<file path="src/logic/ccc_cfg.svh">
// Constants of the codec core clock controller: register indexes, field positions,
// reset values, write masks and timing counts.
// Assumes it is included by its bare name from the design module.
`ifndef CCC_CFG_SVH
`define CCC_CFG_SVH

// Register indexes; the byte address is four times the index.
`define CCC_IDX_ADC_OSR 12'h00a
`define CCC_IDX_PREDIV 12'h014
`define CCC_IDX_RATES 12'h015
`define CCC_IDX_SYSCTL 12'h016
`define CCC_IDX_AIF1 12'h019
`define CCC_IDX_AIF2 12'h01a
`define CCC_IDX_AIF3 12'h01b
`define CCC_IDX_DAC_OSR 12'h021
`define CCC_IDX_FLL_REF 12'h070
`define CCC_IDX_STATUS 12'h080

// Reset values.
`define CCC_RST_ADC_OSR 16'h0001
`define CCC_RST_PREDIV 16'h0000
`define CCC_RST_RATES 16'h0c05
`define CCC_RST_SYSCTL 16'h0000
`define CCC_RST_AIF1 16'h0000
`define CCC_RST_AIF2 16'h0004
`define CCC_RST_AIF3 16'h0040
`define CCC_RST_DAC_OSR 16'h0000
`define CCC_RST_FLL_REF 16'h0000

// Writable bits of each register; all others read as zero.
`define CCC_MSK_ADC_OSR 16'h0001
`define CCC_MSK_PREDIV 16'h6001
`define CCC_MSK_RATES 16'h3c07
`define CCC_MSK_SYSCTL 16'hd00f
`define CCC_MSK_AIF1 16'h0040
`define CCC_MSK_AIF2 16'h0f1f
`define CCC_MSK_AIF3 16'h0fff
`define CCC_MSK_DAC_OSR 16'h0040
`define CCC_MSK_FLL_REF 16'h0003

// Field positions.
`define CCC_BIT_PREDIVIDE 0
`define CCC_BIT_TIMES_FOUR 13
`define CCC_BIT_DIV_SIXTEEN 14
`define CCC_BIT_INVERT 15
`define CCC_BIT_SOURCE 14
`define CCC_BIT_HALF_SEL 12
`define CCC_BIT_GPIO_ENA 3
`define CCC_BIT_CORE_ENA 2
`define CCC_BIT_DSP_ENA 1
`define CCC_BIT_SLOW_ENA 0
`define CCC_BIT_BCLK_OUT 6
`define CCC_BIT_FRAME_OUT 11
`define CCC_BIT_ADC_OSR 0
`define CCC_BIT_DAC_OSR 6

// Timing: master clock counts as lost after this time without a level change.
`define CCC_PCLK_MHZ 200
`define CCC_MCLK_LOSS_NS 1000
`define CCC_MCLK_LOSS_CYC ((`CCC_MCLK_LOSS_NS * `CCC_PCLK_MHZ) / 1000)
// Slow timeout clock half period, in 256kHz ticks, before its rate settings.
`define CCC_SLOW_BASE_TICKS 16'd64
`define CCC_MIN_FRAME_RATE 11'd8

`endif

</file>
<file path="src/logic/ccc_pkg.sv">
// Types of the codec core clock controller.
// Assumes it is compiled before the design module and the bench, which import it.
`default_nettype none
package ccc_pkg;
   typedef enum logic [1:0] {
      CCC_GATE_OFF = 2'b01,
      CCC_GATE_ON = 2'b10
   } ccc_gate_t;
endpackage : ccc_pkg
`default_nettype wire

</file>
<file path="src/logic/ccc_clock_control.sv">
// Core clock selection, gating and derived clocks of the codec, with APB registers.
// Assumes all clock pins are sampled as levels by pclk, which must run well above them.
//
// Our own choice: the APB interface to the registers.
`timescale 1ns/1ps
`default_nettype none
`include "ccc_cfg.svh"

module ccc_clock_control
   import ccc_pkg::*;
(
   // Clock and reset.
   input wire logic pclk,
   input wire logic presetn,
   // APB slave.
   input wire logic psel,
   input wire logic penable,
   input wire logic pwrite,
   input wire logic [11:0] paddr,
   input wire logic [31:0] pwdata,
   output logic [31:0] prdata,
   output logic pready,
   output logic pslverr,
   // Clock sources.
   input wire logic master_clock_in,
   input wire logic fll_clock_in,
   // Audio interface clock pins.
   input wire logic bit_clock_in,
   output logic bit_clock_out,
   output logic bit_clock_oe_n,
   input wire logic frame_clock_in,
   output logic frame_clock_out,
   output logic frame_clock_oe_n,
   // Derived clocks and strobes.
   output logic core_clock,
   output logic adc_clock_tick,
   output logic dac_clock_tick,
   output logic dsp_sample_tick,
   output logic int_256k_clock,
   output logic gpio_output_clock,
   output logic slow_timeout_clock,
   output logic fll_reference
);

   // ----------------------------------------------------------------
   // Register file
   // ----------------------------------------------------------------
   localparam logic [11:0] A_ADC_OSR = `CCC_IDX_ADC_OSR << 2;
   localparam logic [11:0] A_PREDIV = `CCC_IDX_PREDIV << 2;
   localparam logic [11:0] A_RATES = `CCC_IDX_RATES << 2;
   localparam logic [11:0] A_SYSCTL = `CCC_IDX_SYSCTL << 2;
   localparam logic [11:0] A_AIF1 = `CCC_IDX_AIF1 << 2;
   localparam logic [11:0] A_AIF2 = `CCC_IDX_AIF2 << 2;
   localparam logic [11:0] A_AIF3 = `CCC_IDX_AIF3 << 2;
   localparam logic [11:0] A_DAC_OSR = `CCC_IDX_DAC_OSR << 2;
   localparam logic [11:0] A_FLL_REF = `CCC_IDX_FLL_REF << 2;
   localparam logic [11:0] A_STATUS = `CCC_IDX_STATUS << 2;
   localparam logic [7:0] LOSS_CYC = 8'(`CCC_MCLK_LOSS_CYC);

   logic [15:0] adc_osr_reg, prediv_reg, rates_reg, sysctl_reg;
   logic [15:0] aif1_reg, aif2_reg, aif3_reg, dac_osr_reg, fll_ref_reg;
   logic [15:0] rd;
   logic hit, access_ok, acc_ok, master_present;
   ccc_gate_t gate_state;

   wire logic core_clock_enable = sysctl_reg[`CCC_BIT_CORE_ENA];
   wire logic core_clock_source_sel = sysctl_reg[`CCC_BIT_SOURCE];
   wire logic master_clock_invert = sysctl_reg[`CCC_BIT_INVERT];
   wire logic core_clock_predivide = prediv_reg[`CCC_BIT_PREDIVIDE];
   wire logic wr_fire = psel && penable && pready && pwrite && acc_ok;

   always_comb begin
      hit = 1'b1;
      rd = 16'h0000;
      case (paddr)
         A_ADC_OSR: rd = adc_osr_reg;
         A_PREDIV: rd = prediv_reg;
         A_RATES: rd = rates_reg;
         A_SYSCTL: rd = sysctl_reg;
         A_AIF1: rd = aif1_reg;
         A_AIF2: rd = aif2_reg;
         A_AIF3: rd = aif3_reg;
         A_DAC_OSR: rd = dac_osr_reg;
         A_FLL_REF: rd = fll_ref_reg;
         A_STATUS: rd = {14'h0000, master_present, gate_state == CCC_GATE_ON};
         default: hit = 1'b0;
      endcase
      access_ok = hit && (paddr == A_SYSCTL || !core_clock_enable || master_present);
   end

   // The answer is decided in the setup cycle, so every access has zero wait states.
   always_ff @(posedge pclk or negedge presetn) begin
      if (!presetn) begin
         pready <= 1'b0;
         pslverr <= 1'b0;
         prdata <= 32'h0000_0000;
         acc_ok <= 1'b0;
      end else if (psel && !penable) begin
         pready <= 1'b1;
         pslverr <= !access_ok;
         acc_ok <= access_ok;
         prdata <= (access_ok && !pwrite) ? {16'h0000, rd} : 32'h0000_0000;
      end else begin
         pready <= 1'b0;
         pslverr <= 1'b0;
         acc_ok <= 1'b0;
         prdata <= 32'h0000_0000;
      end
   end

   always_ff @(posedge pclk or negedge presetn) begin
      if (!presetn) begin
         adc_osr_reg <= `CCC_RST_ADC_OSR;
         prediv_reg <= `CCC_RST_PREDIV;
         rates_reg <= `CCC_RST_RATES;
         sysctl_reg <= `CCC_RST_SYSCTL;
         aif1_reg <= `CCC_RST_AIF1;
         aif2_reg <= `CCC_RST_AIF2;
         aif3_reg <= `CCC_RST_AIF3;
         dac_osr_reg <= `CCC_RST_DAC_OSR;
         fll_ref_reg <= `CCC_RST_FLL_REF;
      end else if (wr_fire) begin
         case (paddr)
            A_ADC_OSR: adc_osr_reg <= pwdata[15:0] & `CCC_MSK_ADC_OSR;
            A_PREDIV: prediv_reg <= pwdata[15:0] & `CCC_MSK_PREDIV;
            A_RATES: rates_reg <= pwdata[15:0] & `CCC_MSK_RATES;
            A_SYSCTL: sysctl_reg <= pwdata[15:0] & `CCC_MSK_SYSCTL;
            A_AIF1: aif1_reg <= pwdata[15:0] & `CCC_MSK_AIF1;
            A_AIF2: aif2_reg <= pwdata[15:0] & `CCC_MSK_AIF2;
            A_AIF3: aif3_reg <= pwdata[15:0] & `CCC_MSK_AIF3;
            A_DAC_OSR: dac_osr_reg <= pwdata[15:0] & `CCC_MSK_DAC_OSR;
            A_FLL_REF: fll_ref_reg <= pwdata[15:0] & `CCC_MSK_FLL_REF;
            default: ;
         endcase
      end
   end

   // ----------------------------------------------------------------
   // Master clock presence
   // ----------------------------------------------------------------
   logic mc_q, mc_prev;
   logic [7:0] loss_cnt;

   always_ff @(posedge pclk or negedge presetn) begin
      if (!presetn) begin
         mc_q <= 1'b0;
         mc_prev <= 1'b0;
         loss_cnt <= 8'h00;
         master_present <= 1'b0;
      end else begin
         mc_q <= master_clock_in;
         mc_prev <= mc_q;
         if (mc_q != mc_prev) begin
            loss_cnt <= 8'h00;
            master_present <= 1'b1;
         end else if (loss_cnt >= LOSS_CYC) begin
            master_present <= 1'b0;
         end else begin
            loss_cnt <= loss_cnt + 8'h01;
         end
      end
   end

   // ----------------------------------------------------------------
   // Core clock source, predivide and gate
   // ----------------------------------------------------------------
   logic src_q, src_prev, half_q, core_prev;
   wire logic src_raw = core_clock_source_sel ? fll_clock_in : (master_clock_in ^ master_clock_invert);
   wire logic pre = core_clock_predivide ? half_q : src_q;
   wire logic core_rise = core_clock && !core_prev;
   wire logic core_fall = !core_clock && core_prev;

   always_ff @(posedge pclk or negedge presetn) begin
      if (!presetn) begin
         src_q <= 1'b0;
         src_prev <= 1'b0;
         half_q <= 1'b0;
      end else begin
         src_q <= src_raw;
         src_prev <= src_q;
         if (src_q && !src_prev) begin
            half_q <= !half_q;
         end
      end
   end

   // The gate only changes while the source is low, so no shortened high phase leaks out.
   always_ff @(posedge pclk or negedge presetn) begin
      if (!presetn) begin
         gate_state <= CCC_GATE_OFF;
         core_clock <= 1'b0;
         core_prev <= 1'b0;
      end else begin
         case (gate_state)
            CCC_GATE_OFF: if (core_clock_enable && !pre) gate_state <= CCC_GATE_ON;
            CCC_GATE_ON: if (!core_clock_enable && !pre) gate_state <= CCC_GATE_OFF;
            default: gate_state <= CCC_GATE_OFF;
         endcase
         core_clock <= pre && (gate_state == CCC_GATE_ON);
         core_prev <= core_clock;
      end
   end

   always_ff @(posedge pclk or negedge presetn) begin
      if (!presetn) begin
         fll_reference <= 1'b0;
      end else begin
         case (fll_ref_reg[1:0])
            2'h1: fll_reference <= bit_clock_in;
            2'h2: fll_reference <= frame_clock_in;
            default: fll_reference <= master_clock_in;
         endcase
      end
   end

   // ----------------------------------------------------------------
   // Automatic converter, DSP and 256kHz dividers
   // ----------------------------------------------------------------
   function automatic logic [10:0] ratio_of(input logic [3:0] code);
      case (code)
         4'h0: ratio_of = 11'd64;
         4'h1: ratio_of = 11'd128;
         4'h2: ratio_of = 11'd192;
         4'h3: ratio_of = 11'd256;
         4'h4: ratio_of = 11'd384;
         4'h5: ratio_of = 11'd512;
         4'h6: ratio_of = 11'd768;
         4'h7: ratio_of = 11'd1024;
         4'h8: ratio_of = 11'd1408;
         default: ratio_of = 11'd1536;
      endcase
   endfunction : ratio_of

   function automatic logic [5:0] fs_khz(input logic [2:0] code);
      case (code)
         3'h0: fs_khz = 6'd8;
         3'h1: fs_khz = 6'd12;
         3'h2: fs_khz = 6'd16;
         3'h3: fs_khz = 6'd24;
         3'h4: fs_khz = 6'd32;
         default: fs_khz = 6'd48;
      endcase
   endfunction : fs_khz

   // Oversampling in both converters follows from the ratio: ratio/64 or ratio/128 edges.
   logic [10:0] ratio, adc_div, dac_div, adc_cnt, dac_cnt, fs_cnt, k_div, k_cnt;
   logic [16:0] k_prod;
   always_comb begin
      ratio = ratio_of(rates_reg[13:10]);
      adc_div = adc_osr_reg[`CCC_BIT_ADC_OSR] ? (ratio >> 7) : (ratio >> 6);
      dac_div = dac_osr_reg[`CCC_BIT_DAC_OSR] ? (ratio >> 7) : (ratio >> 6);
      if (adc_div == 11'd0) adc_div = 11'd1;
      if (dac_div == 11'd0) dac_div = 11'd1;
      k_prod = 17'(ratio * fs_khz(rates_reg[2:0]));
      k_div = 11'(k_prod >> 9);
      if (k_div == 11'd0) k_div = 11'd1;
   end

   always_ff @(posedge pclk or negedge presetn) begin
      if (!presetn) begin
         adc_cnt <= 11'd0;
         dac_cnt <= 11'd0;
         fs_cnt <= 11'd0;
         adc_clock_tick <= 1'b0;
         dac_clock_tick <= 1'b0;
         dsp_sample_tick <= 1'b0;
      end else begin
         adc_clock_tick <= core_rise && (adc_cnt + 11'd1 >= adc_div);
         dac_clock_tick <= core_rise && (dac_cnt + 11'd1 >= dac_div);
         dsp_sample_tick <= core_rise && sysctl_reg[`CCC_BIT_DSP_ENA] && (fs_cnt + 11'd1 >= ratio);
         if (core_rise) begin
            adc_cnt <= (adc_cnt + 11'd1 >= adc_div) ? 11'd0 : adc_cnt + 11'd1;
            dac_cnt <= (dac_cnt + 11'd1 >= dac_div) ? 11'd0 : dac_cnt + 11'd1;
            fs_cnt <= (fs_cnt + 11'd1 >= ratio) ? 11'd0 : fs_cnt + 11'd1;
         end
      end
   end

   // 256kHz clock, toggled every half period of core edges
   logic k_tick;
   always_ff @(posedge pclk or negedge presetn) begin
      if (!presetn) begin
         k_cnt <= 11'd0;
         int_256k_clock <= 1'b0;
         k_tick <= 1'b0;
      end else begin
         k_tick <= 1'b0;
         if (core_rise) begin
            if (k_cnt + 11'd1 >= k_div) begin
               k_cnt <= 11'd0;
               int_256k_clock <= !int_256k_clock;
               k_tick <= !int_256k_clock;
            end else begin
               k_cnt <= k_cnt + 11'd1;
            end
         end
      end
   end

   logic [15:0] slow_half, slow_cnt;
   always_comb begin
      slow_half = `CCC_SLOW_BASE_TICKS;
      if (!sysctl_reg[`CCC_BIT_HALF_SEL]) slow_half = slow_half << 1;
      if (prediv_reg[`CCC_BIT_TIMES_FOUR]) slow_half = slow_half >> 2;
      if (prediv_reg[`CCC_BIT_DIV_SIXTEEN]) slow_half = slow_half << 4;
      if (slow_half == 16'd0) slow_half = 16'd1;
   end

   always_ff @(posedge pclk or negedge presetn) begin
      if (!presetn) begin
         slow_cnt <= 16'd0;
         slow_timeout_clock <= 1'b0;
      end else if (!sysctl_reg[`CCC_BIT_SLOW_ENA]) begin
         slow_cnt <= 16'd0;
         slow_timeout_clock <= 1'b0;
      end else if (k_tick) begin
         if (slow_cnt + 16'd1 >= slow_half) begin
            slow_cnt <= 16'd0;
            slow_timeout_clock <= !slow_timeout_clock;
         end else begin
            slow_cnt <= slow_cnt + 16'd1;
         end
      end
   end

   // ----------------------------------------------------------------
   // Bit clock and GPIO clock dividers
   // ----------------------------------------------------------------
   // Periods are counted in core clock edges so the 1.5 and 5.5 ratios stay exact.
   logic [6:0] div_p [2];
   logic [6:0] div_cnt [2];
   logic div_lvl [2];
   logic div_run [2];

   always_comb begin
      case (aif2_reg[4:0])
         5'h00: div_p[0] = 7'd2;
         5'h01: div_p[0] = 7'd3;
         5'h02: div_p[0] = 7'd4;
         5'h03: div_p[0] = 7'd6;
         5'h04: div_p[0] = 7'd8;
         5'h05: div_p[0] = 7'd10;
         5'h06: div_p[0] = 7'd11;
         5'h07: div_p[0] = 7'd12;
         5'h08: div_p[0] = 7'd16;
         5'h09: div_p[0] = 7'd20;
         5'h0a: div_p[0] = 7'd22;
         5'h0b: div_p[0] = 7'd24;
         5'h0c: div_p[0] = 7'd32;
         5'h0d: div_p[0] = 7'd40;
         5'h0e: div_p[0] = 7'd44;
         5'h0f: div_p[0] = 7'd48;
         5'h10: div_p[0] = 7'd50;
         5'h11: div_p[0] = 7'd60;
         5'h12: div_p[0] = 7'd64;
         5'h13: div_p[0] = 7'd88;
         default: div_p[0] = 7'd96;
      endcase
      case (aif2_reg[11:8])
         4'h1: div_p[1] = 7'd4;
         4'h2: div_p[1] = 7'd6;
         4'h3: div_p[1] = 7'd8;
         4'h4: div_p[1] = 7'd11;
         4'h5: div_p[1] = 7'd12;
         4'h6: div_p[1] = 7'd16;
         4'h7: div_p[1] = 7'd24;
         4'h8: div_p[1] = 7'd32;
         default: div_p[1] = 7'd2;
      endcase
      div_run[0] = aif1_reg[`CCC_BIT_BCLK_OUT];
      div_run[1] = sysctl_reg[`CCC_BIT_GPIO_ENA];
   end

   for (genvar g = 0; g < 2; g++) begin : g_div
      logic [6:0] nxt;
      assign nxt = (div_cnt[g] + 7'd1 >= div_p[g]) ? 7'd0 : div_cnt[g] + 7'd1;
      always_ff @(posedge pclk or negedge presetn) begin
         if (!presetn) begin
            div_cnt[g] <= 7'd0;
            div_lvl[g] <= 1'b0;
         end else if (!div_run[g]) begin
            div_cnt[g] <= 7'd0;
            div_lvl[g] <= 1'b0;
         end else if (core_rise || core_fall) begin
            div_cnt[g] <= nxt;
            div_lvl[g] <= nxt < (div_p[g] >> 1);
         end
      end
   end

   // ----------------------------------------------------------------
   // Frame clock and pin drivers
   // ----------------------------------------------------------------
   logic bit_src_prev;
   logic [10:0] fr_cnt, fr_rate;
   wire logic frame_master = aif3_reg[`CCC_BIT_FRAME_OUT];
   wire logic bit_src = div_run[0] ? div_lvl[0] : bit_clock_in;
   // frame rate, clamped to the legal floor
   assign fr_rate = (aif3_reg[10:0] < `CCC_MIN_FRAME_RATE) ? `CCC_MIN_FRAME_RATE : aif3_reg[10:0];

   always_ff @(posedge pclk or negedge presetn) begin
      if (!presetn) begin
         bit_src_prev <= 1'b0;
         fr_cnt <= 11'd0;
         frame_clock_out <= 1'b0;
         frame_clock_oe_n <= 1'b1;
         bit_clock_out <= 1'b0;
         bit_clock_oe_n <= 1'b1;
         gpio_output_clock <= 1'b0;
      end else begin
         bit_src_prev <= bit_src;
         bit_clock_out <= div_lvl[0];
         bit_clock_oe_n <= !div_run[0];
         gpio_output_clock <= div_lvl[1];
         frame_clock_oe_n <= !frame_master;
         if (!frame_master) begin
            fr_cnt <= 11'd0;
            frame_clock_out <= 1'b0;
         end else if (!bit_src && bit_src_prev) begin
            fr_cnt <= (fr_cnt + 11'd1 >= fr_rate) ? 11'd0 : fr_cnt + 11'd1;
            frame_clock_out <= fr_cnt + 11'd1 < (fr_rate >> 1);
         end
      end
   end
endmodule : ccc_clock_control
`default_nettype wire

</file>
<file path="config.mk">
export PLATFORM = sky130hd
export DESIGN_NAME = ccc_clock_control
export DESIGN_NICKNAME = d
export VERILOG_FILES = /design/src/logic/ccc_pkg.sv /design/src/logic/ccc_clock_control.sv
export VERILOG_INCLUDE_DIRS = /design/src /design/src/logic
export SDC_FILE = /design/constraint.sdc
export NUM_CORES = 1
export LEC_CHECK = 0
export BUFFER_PORTS_ARGS = -buffer_cell sky130_fd_sc_hd__buf_4
export CAP_MARGIN = 20
export CORE_MARGIN = 2
export CORE_UTILIZATION = 50
export CTS_BUF_LIST = sky130_fd_sc_hd__clkbuf_16
export DETAILED_ROUTE_END_ITERATION = 6
export PLACE_DENSITY = 0.81
export SLEW_MARGIN = 15
export SYNTH_ARGS = -nofsm -noshare
export SYNTH_HDL_FRONTEND = slang
export SYNTH_SLANG_ARGS = --single-unit
</file>
<file path="constraint.sdc">
create_clock -name pclk -period 5.1 [get_ports pclk]
set_clock_uncertainty 0.05 [all_clocks]
set_input_delay 0.255 -clock pclk [delete_from_list [all_inputs] [get_ports pclk]]
set_output_delay 0.255 -clock pclk [all_outputs]
set_load 0.02 [all_outputs]
</file>
[After elaboration in Yosys (flattened, before gate mapping)]
Memories as Yosys holds them, arrays and structs flattened.
Index checks and enable logic that the tools add are counted.
Word-level totals
  output and inout port bits: 46
  memories kept: 3
  flip-flop bits (word level): 196
  bits in read-only memories: 400
  bits of input ports: 53
  logic and storage cells: 210
Memory list
  (no name shown): words 32, width 7, rd ports 1, clocked after memory_dff 0, wr ports 0, line ccc_clock_control.sv:336  | case (aif2_reg[4:0])
  (no name shown): words 16, width 6, rd ports 1, clocked after memory_dff 0, wr ports 0, line ccc_clock_control.sv:359  | case (aif2_reg[11:8])
  (no name shown): words 16, width 5, rd ports 1, clocked after memory_dff 0, wr ports 0, line ccc_clock_control.sv:220  | case (code)
Cells by class
  reductions and logical operators: 54
  equal/unequal tests: 27
  $mul: 1
  bitwise gates (word level): 1
  magnitude comparators: 13
  muxes and demuxes: 56
  add/sub/neg operators: 9
Operator list (number)
  16-bit one-hot mux with 10 select lines: 1
  16-bit two-way mux: 8
  11-bit two-way mux: 8
  12-bit by 7-bit equality test with 1-bit output, second input constant: 6
  11-bit by 1-bit adder with 11-bit output, second input constant: 5
  11-bit >= comparator: 5
  7-bit two-way mux: 6
  11-bit zero test: 3
  8-bit two-way mux: 4
  6-bit one-hot mux with 5 select lines: 1
  2-bit AND reduction: 12
  1-bit two-way mux: 20
  5-bit two-way mux: 4
  1-bit logical AND: 18
  11-bit by 6-bit multiplier with 17-bit output: 1
  16-bit by 1-bit adder with 16-bit output, second input constant: 1
  16-bit >= comparator: 1
  16-bit zero test: 1
  7-bit by 1-bit adder with 7-bit output, second input constant: 2
  7-bit >= comparator: 2
  1-bit zero test: 14
  7-bit by 6-bit < comparator with 1-bit output: 2
  12-bit by 10-bit equality test with 1-bit output, second input constant: 1
  12-bit by 6-bit equality test with 1-bit output, second input constant: 1
  22 further kinds: 34

[Logic depth before layout (Yosys ltp)]
  depth in word-level cells: 9
  depth in mapped cells: 26
  gate-level depth less buffers: 26

[Worst setup path before layout]
OpenSTA, ideal clock, no wires.
  path kind: reg2reg
  from: reg rates_reg[12]
  to: reg k_cnt[2]
  setup slack: -0.440 ns
  setup time: 0.064 ns
  clock period less this slack: 5.540 ns
  buffers on the path: 1
  required time: 4.986 ns
  cell stages (with the launch flop): 22
  data arrival time: 5.426 ns
  cells stage by stage: dfrtp_1 -> clkbuf_1 -> mux2_2 -> o21ai_1 -> nor2_1 -> fa_1 -> fa_1 -> ha_1 -> ha_1 -> fa_1 -> a21o_1 -> a21oi_1 -> xor2_1 -> and3_1 -> a31o_2 -> ha_1 -> nor3b_1 -> o21ai_0 -> a221oi_1 -> o211ai_2 -> o21ai_0 -> a21o_1
On the way
  cells in the longest elaborated chain, start to end: 6
Ends and longest elaborated chain
  from (decl): line ccc_clock_control.sv:60  | logic [15:0] adc_osr_reg, prediv_reg, rates_reg, sysctl_reg;
  from (signal assigned): line ccc_clock_control.sv:115  | rates_reg <= `CCC_RST_RATES;
  from (signal assigned): line ccc_clock_control.sv:126  | A_RATES: rates_reg <= pwdata[15:0] & `CCC_MSK_RATES;
  memory read 16 x 5 bit *
  11-bit by 6-bit multiplier with 17-bit output *: line ccc_clock_control.sv:254  | k_prod = 17'(ratio * fs_khz(rates_reg[2:0]));
  11-bit zero test: line ccc_clock_control.sv:256  | if (k_div == 11'd0) k_div = 11'd1;
  8-bit two-way mux *: line ccc_clock_control.sv:256
  11-bit >= comparator *: line ccc_clock_control.sv:289  | if (k_cnt + 11'd1 >= k_div) begin
  11-bit two-way mux *: line ccc_clock_control.sv:289
  to (signal assigned): line ccc_clock_control.sv:294  | k_cnt <= k_cnt + 11'd1;
  to (decl): line ccc_clock_control.sv:246  | logic [10:0] ratio, adc_div, dac_div, adc_cnt, dac_cnt, fs_cnt, k_div, k_cnt;
Every way passes the cells marked *; elsewhere a longest branch is shown, timed or not.
A chain may end at the register's enable or synchronous reset.

[Final worst setup path]
  from: reg rates_reg[11]
  to: reg int_256k_clock
On the way
  cells in the longest elaborated chain, start to end: 6
Ends and longest elaborated chain
  memory read 16 x 5 bit *
  11-bit by 6-bit multiplier with 17-bit output *: line ccc_clock_control.sv:254
  11-bit zero test: line ccc_clock_control.sv:256
  8-bit two-way mux *: line ccc_clock_control.sv:256
  11-bit >= comparator *: line ccc_clock_control.sv:289
  2-bit AND reduction (no source line) *
  to (signal assigned): line ccc_clock_control.sv:291  | int_256k_clock <= !int_256k_clock;
  to (decl): line ccc_clock_control.sv:39  | output logic int_256k_clock,
Marks and branches as above.

==> metrics.txt <==
Sequential Power Share=49.1%; Startpoint Class=flop; Sw Share=24.5%; fraction of registers with async set/reset=100%; Synth Area in Simple Gates=18.8%; vias in the first global route=8958; #FFs+latches synth=180; Yosys warnings=0; Worst Path Arrival=5.66 ns; synthesized area=0.0116 mm²; Remaining DRCs=0; crit path max fanout=6; largest family of logic cells by synthesized area=simple AND/OR/NAND/NOR gates; multiplexer share of the synthesized area=5.29%; most instantiated cells after synthesis=dfrtp_1, ha_1, nor2_1, nand2_1, o21ai_0; Hold Slack=0.0144 ns; Worst EP required=approximately 5.4 ns; Worst-Margin Slew=around 0.99 ns; cell with the most instances after synthesis=dfrtp_1; CTS Sinks=180; layout cell share with drive strength beyond 1=between 10% and 20%; CTS buffer count=17; number of max-cap violations=0; CORE AREA=0.0227 mm²; initial antenna violation count=1; RR Startpoint=rates_reg[11]$_DFFE_PN1P_; final core occ=59.5%; nets=1474; Sw Pwr=0.722 mW; hold endpoint=sysctl_reg[15]$_DFFE_PN0P_; number of port buffers=66; clock share of power=46.9%; Top Registers=prdata x16, slow_cnt x16, div_cnt x14; Synth area leader=dfrtp_1; Die Width=approximately 160 µm; H-tree levels=4; Rel. slew slack=34.2%; Syn Inst Count=1212; Int Pwr=2.22 mW; Hold Crit Class=in2reg; synthesized area per cell=9.60 µm²; status=finished, violations left; RSZ-0062 raised after global routing=yes; final worst slack=-0.249 ns; worst r2r path cells=24; P&R area growth vs syn=16.1%; Cell variety after synth=89; final hold vios=0; num rows=55; Post-Synth XOR/XNOR Area=4.89%; Vias=9410; Hold Path Stages=2; clk_lat worst skew=0.44 ns; count of pins over their slew limit=0; Power per Cell Area=218 mW/mm²; filler cell count=1829; Top Ports=99; vias per cell=5.87; critical path endpoint category=flop; GP Congestion=0.894; number of synthesized flops with an enable pin=0; largest net degree at the start of global routing=85; main flop type after synthesis=dfrtp_1; clock root cell=clkbuf_16; Post-DP HPWL=19200 µm; Tmin final=5.35 ns; die height=157 µm; Synth Area in Compound Gates=between 10 and 15%; total grt overflow=0; Die ar.=0.0245 mm²; first-pass GRT wire length=44500 µm; static leakage power=between 6 and 7 nW; total global routing track utilization=22.6%; failing checks=setup timing; TritonCTS clock tree=yes; Max Clk Rate=~190 MHz; min-delay src=pwdata[15]; period utilisation layout=105%; RR Endpoint=int_256k_clock$_DFFE_PN0P_; Adder-Cell Fraction of Synth Area=13.1%; final WL=around 27000 µm; Starting Density=51.2%; post-synthesis sequential area ratio=38.8%; DRT antenna net count=0; combinational share of power=4.0%; CP Class=reg2reg; wire per inst=16.9 µm; area share of the largest cell type after synthesis=36.6%; clock slew seen by the registers of the worst setup and hold paths=0.08 ns; flop2flop setup slack=-0.25 ns; Pre-Repair DR Iteration Count=7; clock buffer depth=2; worst vdd ir=roughly 0.17 mV; DRT iter0 DRCs=630; Final setup viols=10; Synth area leaders=dfrtp_1, ha_1, mux2_2, nor2_1, nand2_1
## metrics by stage
step / setup TNS (ns) / power [mW] / setup WS, ns / std cells / cell area (µm²)
2_1_floorplan: -0.0292 / 1.53 / -0.0292 / 1227 / 11800
5_1_grt: -3.57 / 3.04 / -0.430 / 1601 / 13500
3_3_place_gp: -0.705 / 1.58 / -0.159 / 1553 / 12600
3_5_place_dp: -1.93 / 1.59 / -0.287 / 1553 / 12600
6_report: -1.91 / 2.95 / -0.249 / 1602 / 13500
4_1_cts: -1.17 / 2.96 / -0.167 / 1601 / 13400
## cells in the final DEF (no fill, tap or decap), types with 16 or more instances in the layout
| master | netlist | layout |
|---|---|---|
| ha_1 | 111 | 105 |
| conb_1 | 1 | 16 |
| clkbuf_16 | 0 | 17 |
| xnor2_1 | 31 | 31 |
| nand2_1 | 100 | 99 |
| dfrtp_1 | 170 | 170 |
| nor2b_1 | 28 | 28 |
| nor2_1 | 106 | 103 |
| nand3_1 | 43 | 43 |
| nand4_1 | 20 | 20 |
| a21o_1 | 23 | 23 |
| xor2_1 | 34 | 33 |
| mux2_2 | 41 | 40 |
| nor3_1 | 16 | 16 |
| o21ai_0 | 73 | 69 |
| and3_1 | 19 | 19 |
| inv_1 | 69 | 66 |
| buf_4 | 16 | 98 |
| a21oi_1 | 35 | 31 |
## area by class of cell
| cell class | instances | area [µm²] | share of cell area (%) |
|---|---|---|---|
| flip-flops and latches | 180 | 4520 | 33.4 |
| inverters | 69 | 264 | 1.95 |
| repair buffers | 111 | 882 | 6.53 |
| well taps | 285 | 357 | 2.64 |
| multi-input cells | 924 | 6880 | 50.9 |
| diodes | 1 | 2.50 | 0.0185 |
| clock buffers | 17 | 425 | 3.15 |
| clock inverters | 15 | 184 | 1.36 |
## layer usage
metal	part of all wire (%)	up-vias	track usage, %
met5	0	-	0
met4	2.1	0	7.30
met3	5.2	44	4.96
met2	49	252	37.8
met1	44	4622	29.4
li1	-	4492	-
## how the worst max path moves through the flow
stage / from / end / slack, ns / depth (start not counted)
detailed placement: rates_reg[11]$_DFFE_PN1P_ / k_cnt[2]$_DFFE_PN0P_ / -0.29 / 23
floorplan: rates_reg[11]$_DFFE_PN1P_ / k_cnt[2]$_DFFE_PN0P_ / -0.03 / 22
CTS: rates_reg[11]$_DFFE_PN1P_ / int_256k_clock$_DFFE_PN0P_ / -0.17 / 24
global route: rates_reg[10]$_DFFE_PN1P_ / int_256k_clock$_DFFE_PN0P_ / -0.43 / 26
global placement: rates_reg[11]$_DFFE_PN1P_ / k_cnt[2]$_DFFE_PN0P_ / -0.16 / 23
finish: rates_reg[11]$_DFFE_PN1P_ / int_256k_clock$_DFFE_PN0P_ / -0.25 / 24
## cells by family after synthesis
| family | count (synthesis) |
|---|---|
| other cells | 1 |
| xor+xnor | 65 |
| fa+ha+maj | 118 |
| mux | 55 |
| compound gates | 245 |
| flops | 180 |
| buf+inv | 123 |
| simple gates | 425 |
## critical path, cell delays in order (launching register included)
cell and delay (ns):
dfstp_2 0.55, inv_2 0.05, ha_4 0.23, a22o_4 0.26
and2_4 0.14, fa_1 0.48, inv_1 0.05, fa_1 0.52
inv_2 0.05, ha_4 0.28, ha_4 0.20, a21oi_4 0.15
nor2_1 0.06, a211o_1 0.23, a21oi_2 0.19, xor2_2 0.11
a31o_4 0.24, ha_4 0.21, nor3b_4 0.21, o21ai_2 0.09
a221oi_2 0.29, o211ai_2 0.23, buf_4 0.20, nand2_4 0.07
xnor2_1 0.11
## repair_timing
action,4_1_cts,5_1_grt
hold buffers,9,0
endpoints found under the hold margin,27,0
setup buffers,7,0
pin swaps,26,8
gates resized for setup,11,10
setup endpoints to repair,10,10
## power groups by stage
stage / sequential, mW / combinational, mW / clock, mW
finish: 1.45 / 0.117 / 1.38
global route: 1.45 / 0.131 / 1.46
CTS: 1.45 / 0.118 / 1.40
detailed placement: 1.47 / 0.112 / 0
global placement: 1.47 / 0.110 / 0
floorplan: 1.47 / 0.0515 / 0
Power figures use the tool's default switching activity.
